===== config.mk =====
export PLATFORM = sky130hd
export DESIGN_NAME = sad_decode
export DESIGN_NICKNAME = d
export VERILOG_FILES = /design/src/sad_pkg.sv /design/src/sad_sib_if.sv /design/src/sad_sib_dec.sv /design/src/sad_decode.sv
export VERILOG_INCLUDE_DIRS = /design/src /design/src/src
export SDC_FILE = /design/constraint.sdc
export NUM_CORES = 1
export LEC_CHECK = 0
export BUFFER_PORTS_ARGS = -buffer_cell sky130_fd_sc_hd__buf_2
export CAP_MARGIN = 20
export CORE_UTILIZATION = 39
export DETAILED_ROUTE_END_ITERATION = 8
export PLACE_DENSITY = 0.84
export REMOVE_ABC_BUFFERS = 1
export SYNTH_ARGS = -nofsm -noshare
export SYNTH_HDL_FRONTEND = slang
export SYNTH_SLANG_ARGS = --single-unit

===== constraint.sdc =====
create_clock -name clk_i -period 0.8 [get_ports clk_i]
set_input_delay 0.04 -clock clk_i [delete_from_list [all_inputs] [get_ports clk_i]]
set_output_delay 0.04 -clock clk_i [all_outputs]
set_load 0.005 [all_outputs]

===== src/sad_cfg.svh =====
`ifndef SAD_CFG_SVH
`define SAD_CFG_SVH

// Segment register codes as carried on the decoder outputs.
`define SAD_SEG_ES       3'h0
`define SAD_SEG_CS       3'h1
`define SAD_SEG_SS       3'h2
`define SAD_SEG_DS       3'h3
`define SAD_SEG_FS       3'h4
`define SAD_SEG_GS       3'h5

// Index multipliers.
`define SAD_SCALE_X1     4'h1
`define SAD_SCALE_X2     4'h2
`define SAD_SCALE_X4     4'h4
`define SAD_SCALE_X8     4'h8

// Scale codes.
`define SAD_SS_X1        2'h0
`define SAD_SS_X2        2'h1
`define SAD_SS_X4        2'h2
`define SAD_SS_X8        2'h3

// Displacement classes in the addressing byte.
`define SAD_MOD_NODISP   2'h0
`define SAD_MOD_SHORT    2'h1
`define SAD_MOD_LONG     2'h2
`define SAD_MOD_REG      2'h3

// Special register field codes.
`define SAD_IDX_NONE     3'h4
`define SAD_BASE_ESP     3'h4
`define SAD_BASE_EBP     3'h5
`define SAD_WIDE_FIRST_UNDEF 3'h6

// Field positions.
`define SAD_MOD_HI       7
`define SAD_MOD_LO       6
`define SAD_SS_HI        7
`define SAD_SS_LO        6
`define SAD_IDX_HI       5
`define SAD_IDX_LO       3
`define SAD_BASE_HI      2
`define SAD_BASE_LO      0

`endif


===== src/sad_pkg.sv =====
`default_nettype none

package sad_pkg;
    typedef logic [2:0] sad_seg_t;
    typedef logic [2:0] sad_reg_t;
    typedef logic [3:0] sad_scale_t;
    typedef enum logic [1:0] {
        sad_disp_none,
        sad_disp_short_offset,
        sad_disp_long_offset
    } sad_disp_t;
endpackage : sad_pkg

`default_nettype wire


===== src/sad_sib_if.sv =====
`default_nettype none

interface sad_sib_if;
    logic [1:0]         disp_class;
    logic [7:0]         sib;
    logic               base_en;
    sad_pkg::sad_reg_t  base_reg;
    logic               index_en;
    sad_pkg::sad_reg_t  index_reg;
    sad_pkg::sad_scale_t scale;
    sad_pkg::sad_disp_t disp;
    sad_pkg::sad_seg_t  seg;
    logic               undef;

    modport dec (
        input  disp_class,
        input  sib,
        output base_en,
        output base_reg,
        output index_en,
        output index_reg,
        output scale,
        output disp,
        output seg,
        output undef
    );

    modport user (
        output disp_class,
        output sib,
        input  base_en,
        input  base_reg,
        input  index_en,
        input  index_reg,
        input  scale,
        input  disp,
        input  seg,
        input  undef
    );
endinterface : sad_sib_if

`default_nettype wire


===== src/sad_sib_dec.sv =====
`include "sad_cfg.svh"
`default_nettype none

module sad_sib_dec (
    sad_sib_if.dec  sib_if
);
    logic [1:0] ss;
    logic [2:0] idx;
    logic [2:0] base;

    assign ss   = sib_if.sib[`SAD_SS_HI:`SAD_SS_LO];
    assign idx  = sib_if.sib[`SAD_IDX_HI:`SAD_IDX_LO];
    assign base = sib_if.sib[`SAD_BASE_HI:`SAD_BASE_LO];

    always_comb begin
        unique case (ss)
            `SAD_SS_X1: sib_if.scale = `SAD_SCALE_X1;
            `SAD_SS_X2: sib_if.scale = `SAD_SCALE_X2;
            `SAD_SS_X4: sib_if.scale = `SAD_SCALE_X4;
            `SAD_SS_X8: sib_if.scale = `SAD_SCALE_X8;
        endcase
    end

    // The no-index code drops the index term entirely.
    assign sib_if.index_en  = (idx != `SAD_IDX_NONE);
    assign sib_if.index_reg = idx;

    // A scaled no-index operand is flagged rather than guessed at.
    assign sib_if.undef = ((idx == `SAD_IDX_NONE) && (ss != `SAD_SS_X1))
                          || (sib_if.disp_class == `SAD_MOD_REG);

    always_comb begin
        sib_if.base_reg = base;
        sib_if.base_en  = 1'b1;
        sib_if.disp     = sad_pkg::sad_disp_none;
        unique case (sib_if.disp_class)
            `SAD_MOD_NODISP: begin
                if (base == `SAD_BASE_EBP) begin
                    sib_if.base_en = 1'b0;
                    sib_if.disp    = sad_pkg::sad_disp_long_offset;
                end
            end
            `SAD_MOD_SHORT: sib_if.disp = sad_pkg::sad_disp_short_offset;
            `SAD_MOD_LONG:  sib_if.disp = sad_pkg::sad_disp_long_offset;
            `SAD_MOD_REG:   sib_if.base_en = 1'b0;
        endcase
    end

    // Stack-based addresses default to the stack segment.
    assign sib_if.seg = ((base == `SAD_BASE_ESP) ||
                         ((base == `SAD_BASE_EBP) && (sib_if.disp_class != `SAD_MOD_NODISP)))
                        ? `SAD_SEG_SS : `SAD_SEG_DS;
endmodule : sad_sib_dec

`default_nettype wire


===== src/sad_decode.sv =====
`include "sad_cfg.svh"
`default_nettype none

module sad_decode (
    input  wire logic                clk_i,
    input  wire logic                sys_rst_i,
    input  wire logic                clk_en_i,
    input  wire logic                req_valid_i,
    input  wire logic                seg_wide_sel_i,
    input  wire logic [2:0]          seg_field_i,
    input  wire logic [7:0]          modrm_i,
    input  wire logic [7:0]          sib_i,
    output var  logic                ack_valid_o,
    output var  sad_pkg::sad_seg_t   seg_sel_o,
    output var  logic                seg_undef_o,
    output var  sad_pkg::sad_seg_t   ea_seg_o,
    output var  logic                base_en_o,
    output var  sad_pkg::sad_reg_t   base_reg_o,
    output var  logic                index_en_o,
    output var  sad_pkg::sad_reg_t   index_reg_o,
    output var  sad_pkg::sad_scale_t scale_o,
    output var  sad_pkg::sad_disp_t  disp_o,
    output var  logic                ea_undef_o
);

    function automatic sad_pkg::sad_seg_t seg_narrow(input logic [1:0] code);
        unique case (code)
            2'h0: seg_narrow = `SAD_SEG_ES;
            2'h1: seg_narrow = `SAD_SEG_CS;
            2'h2: seg_narrow = `SAD_SEG_SS;
            2'h3: seg_narrow = `SAD_SEG_DS;
        endcase
    endfunction : seg_narrow

    // The wide form reuses the narrow table so the first four codes cannot drift apart.
    function automatic sad_pkg::sad_seg_t seg_wide(input logic [2:0] code);
        unique case (code[2:1])
            2'h0,
            2'h1:    seg_wide = seg_narrow(code[1:0]);
            2'h2:    seg_wide = code[0] ? `SAD_SEG_GS : `SAD_SEG_FS;
            default: seg_wide = `SAD_SEG_ES;
        endcase
    endfunction : seg_wide

    function automatic logic wide_undef(input logic [2:0] code);
        wide_undef = (code >= `SAD_WIDE_FIRST_UNDEF);
    endfunction : wide_undef

    sad_sib_if sib_bus ();

    assign sib_bus.disp_class = modrm_i[`SAD_MOD_HI:`SAD_MOD_LO];
    assign sib_bus.sib        = sib_i;

    sad_sib_dec u_sib_dec (
        .sib_if (sib_bus)
    );

    sad_pkg::sad_seg_t next_seg;
    logic              next_seg_undef;
    logic              take;

    assign take = clk_en_i && req_valid_i;

    always_comb begin
        if (seg_wide_sel_i) begin
            next_seg       = seg_wide(seg_field_i);
            next_seg_undef = wide_undef(seg_field_i);
        end else begin
            next_seg       = seg_narrow(seg_field_i[1:0]);
            next_seg_undef = 1'b0;
        end
    end

    always_ff @(posedge clk_i or posedge sys_rst_i) begin
        if (sys_rst_i) begin
            ack_valid_o <= 1'b0;
        end else if (clk_en_i) begin
            ack_valid_o <= req_valid_i;
        end
    end

    // Segment result is held between requests so the address unit may sample late.
    always_ff @(posedge clk_i or posedge sys_rst_i) begin
        if (sys_rst_i) begin
            seg_sel_o   <= `SAD_SEG_ES;
            seg_undef_o <= 1'b0;
        end else if (take) begin
            seg_sel_o   <= next_seg;
            seg_undef_o <= next_seg_undef;
        end
    end

    always_ff @(posedge clk_i or posedge sys_rst_i) begin
        if (sys_rst_i) begin
            ea_seg_o    <= `SAD_SEG_DS;
            base_en_o   <= 1'b0;
            base_reg_o  <= 3'h0;
            index_en_o  <= 1'b0;
            index_reg_o <= 3'h0;
            scale_o     <= `SAD_SCALE_X1;
            disp_o      <= sad_pkg::sad_disp_none;
            ea_undef_o  <= 1'b0;
        end else if (take) begin
            ea_seg_o    <= sib_bus.seg;
            base_en_o   <= sib_bus.base_en;
            base_reg_o  <= sib_bus.base_reg;
            index_en_o  <= sib_bus.index_en;
            index_reg_o <= sib_bus.index_reg;
            scale_o     <= sib_bus.scale;
            disp_o      <= sib_bus.disp;
            ea_undef_o  <= sib_bus.undef;
        end
    end

    // Helper views of the sampled request fields for the checks below.
    logic [1:0] in_mod;
    logic [1:0] in_ss;
    logic [2:0] in_idx;
    logic [2:0] in_base;

    assign in_mod  = modrm_i[`SAD_MOD_HI:`SAD_MOD_LO];
    assign in_ss   = sib_i[`SAD_SS_HI:`SAD_SS_LO];
    assign in_idx  = sib_i[`SAD_IDX_HI:`SAD_IDX_LO];
    assign in_base = sib_i[`SAD_BASE_HI:`SAD_BASE_LO];

    // Reference table for the checks, kept apart from the decode functions so that a slip in
    // those functions cannot hide behind itself.
    function automatic sad_pkg::sad_seg_t ref_seg(input logic [2:0] code);
        unique case (code)
            3'h0:    ref_seg = `SAD_SEG_ES;
            3'h1:    ref_seg = `SAD_SEG_CS;
            3'h2:    ref_seg = `SAD_SEG_SS;
            3'h3:    ref_seg = `SAD_SEG_DS;
            3'h4:    ref_seg = `SAD_SEG_FS;
            3'h5:    ref_seg = `SAD_SEG_GS;
            default: ref_seg = `SAD_SEG_ES;
        endcase
    endfunction : ref_seg
endmodule : sad_decode

`default_nettype wire


==> impl_metrics.env <==
export IMPL_status="finished with violations"
export IMPL_violations="negative hold slack, negative setup slack"
export IMPL_rsz0062_at_grt="true"
export IMPL_yosysWarnings=0
export IMPL_r2r_cells=2
export IMPL_die_h_microns=49.9
export IMPL_r2r_end="base_en_o"
export IMPL_cts_buffer_depth=2
export IMPL_synth_seq_area_share=0.591
export IMPL_drc_errors=0
export IMPL_synth_avg_cell_area_sq_um=11.0
export IMPL_clk_latency_ns=0.29
export IMPL_crit_buf_inv=1
export IMPL_power_density_nw_per_um2=1730
export IMPL_wirelength_microns=2220
export IMPL_ctsHoldBuffers=10
export IMPL_min_to="scale_o[0]"
export IMPL_rows=16
export IMPL_design_area_sq_um=1370
export IMPL_clkTransAtPathRegs_ns=0.11
export IMPL_antenna_found_initial=0
export IMPL_required_ns=0.76
export IMPL_setup_viol=25
export IMPL_slowest_delay_ns=0.56
export IMPL_hold_path_cell_count=2
export IMPL_final_cells=169
export IMPL_min_period_ns=0.978
export IMPL_cp_arrival_ns=0.94
export IMPL_cp_slowest_cell="dfstp_2"
export IMPL_critPathLaunchType="register"
export IMPL_grt_pass1_wl_microns=3280
export IMPL_worstSetupEndpointType="output port"
export IMPL_crit_family="flip-flops"
export IMPL_synth_top_cells_by_area="dfrtp_1 (53%), mux2_4 (6.7%), o21ai_0 (6.2%)"
export IMPL_cts_tree="yes"
export IMPL_worstPathCellList="buf_6"
export IMPL_critPathKind="reg2out"
export IMPL_path_max_fanout=2
export IMPL_die_x_microns=49.9
export IMPL_clock_sinks=21
export IMPL_postSynth_asyncResetShare=1.00
export IMPL_drive_gt1_frac=0.479
export IMPL_vias=826
export IMPL_r2r_slack_ns=-0.04
export IMPL_timing_rr_start="base_en_o"
export IMPL_ir_drop_mv=1.19
export IMPL_hold_viol_final=1
export IMPL_io_pins=47
export IMPL_min_path_type="in2reg"
export IMPL_worst_slack_ns=-0.178
export IMPL_min_from="sib_i[7]"
export IMPL_cts_max_level=1
export IMPL_dpl_hpwl_microns=1440
export IMPL_synth_edff_count=0
export IMPL_dp_cells=145
export IMPL_routedWlPerCell_microns=13.1
export IMPL_placed_area_sq_um=1120
export IMPL_skew_ns=0
export IMPL_final_max_slew_violation_count=0
export IMPL_synth_top_cells_by_count="dfrtp_1 (19), nand2_1 (14), o21ai_0 (11)"
export IMPL_antenna_left=0
export IMPL_synth_seq_cells=21
export IMPL_syn_area_sq_um=893
export IMPL_holdWs_ns=-0.0252
export IMPL_finalSetupTns_ns=-1.55
export IMPL_port_buffers=38
export IMPL_overflow=0
export IMPL_leakagePower_nw=0.698
export IMPL_grt_pass1_vias=720
export IMPL_synth_top_area_frac=0.532
export IMPL_drt_pass1_iterations=4
export IMPL_min_period_over_period=1.22
export IMPL_max_freq_mhz=1020
export IMPL_grt_max_degree=19
export IMPL_area_growth_synth_to_final_pct=53.2
export IMPL_routabilityCongestion=0.783
export IMPL_initial_core_util=0.433
export IMPL_synth_most_common_cell="dfrtp_1"
export IMPL_drv_cap=0
export IMPL_synthFlopType="dfrtp_1"
export IMPL_vias_per_cell=4.89
export IMPL_num_fill_cells=160
export IMPL_cts_root_buf="clkbuf_4"
export IMPL_drtIter0Drc=19
export IMPL_antenna_diode_count=0
export IMPL_fin_nets=167
export IMPL_synth_top_cell_by_area="dfrtp_1"
export IMPL_cts_buffers=3
export IMPL_syn_inst=81
export IMPL_synth_cell_types=24
export IMPL_grt_usage=0.177
export IMPL_core_area_sq_um=2060
export IMPL_die_area_sq_um=2490
==> logic make-up (layout without fill, tap and decap cells) <==
logic type | after synthesis | count (layout) | synth area share
muxes | 5 | 5 | 0.0798
AOI/OAI and AO/OA | 20 | 20 | 0.136
DFF | 21 | 21 | 0.591
buffers and inverters | 8 | 69 | 0.0532
other | 2 | 2 | 0.00841
and+or+nand+nor | 25 | 25 | 0.132
==> how the worst max path moves through the flow <==
| stage | startpoint | end | slack [ns] | cells past startpoint |
|---|---|---|---|---|
| 3_3_place_gp | clk_en_i | index_reg_o[0] | 0.00005 | 3 |
| 3_5_place_dp | clk_en_i | seg_sel_o[1] | -0.02 | 5 |
| 5_1_grt | ea_seg_o[0] | ea_seg_o[0] | -0.23 | 1 |
| 4_1_cts | ea_seg_o[0] | ea_seg_o[0] | -0.19 | 1 |
| 2_1_floorplan | ea_seg_o[0] | ea_seg_o[0] | 0.02 | 2 |
| 6_report | scale_o[0] | scale_o[0] | -0.18 | 1 |
==> cells in the final DEF (no fill, tap or decap), types with 2 or more instances in the layout <==
cell,count
dlygate4sd3_1,10
o31ai_2,2
buf_2,36
dfrtp_1,19
buf_4,11
o21ai_0,8
nand2b_1,3
nand3_1,2
a22o_1,2
mux2_4,4
buf_6,4
dfstp_2,2
nand2_1,14
clkbuf_4,3
a21oi_1,2
conb_1,2
o21ai_1,3
inv_1,3
nor2_1,2
==> per-layer routing <==
layer	GRT usage	up-vias	share of wire	wire, microns
li1	-	397	-	-
met4	0.0571	0	0	0
met1	0.229	396	0.45	994
met5	0	-	0	0
met2	0.295	33	0.50	1120
met3	0.0340	0	0.047	105
==> state kept, by name, indices dropped and copies added, names as in the netlist, 2 cells and up <==
name         flops
base_reg_o       3
disp_o           2
index_reg_o      3
scale_o          4
seg_sel_o        3
==> timing repair <==
| action | CTS | global route |
|---|---|---|
| endpoints found under the hold margin | 30 | 1 |
| setup buffers | 5 | 5 |
| setup endpoints to repair | 22 | 28 |
| gates resized for setup | 0 | 11 |
==> layout make-up <==
type | count | area (sq um) | area share
timing repair buffer | 62 | 428 | 0.313
multi-input combinational | 52 | 342 | 0.250
inverter | 3 | 11.3 | 0.00823
sequential | 21 | 528 | 0.386
clock buffer | 4 | 26.3 | 0.0192
tap | 27 | 33.8 | 0.0247
==> stage by stage <==
| step | total power, W | setup WS, ns | util |
|---|---|---|---|
| after floorplan | 0.00147 | 0.0200 | - |
| after global placement | 0.00170 | 0.0000481 | 0.545 |
| after detailed placement | 0.00172 | -0.0153 | 0.545 |
| after CTS | 0.00229 | -0.187 | 0.624 |
| after global routing | 0.00252 | -0.226 | 0.664 |
| final | 0.00237 | -0.178 | 0.664 |
==> power breakdown <==
group | switching (W) | leakage [nW] | internal (W)
Sequential | 0.0000748 | 0.257 | 0.00119
Combinational | 0.000243 | 0.426 | 0.000366
Clock | 0.000298 | 0.0150 | 0.000194
Total | 0.000616 | 0.698 | 0.00175
Note: power is estimated with default switching activity, not from simulation.
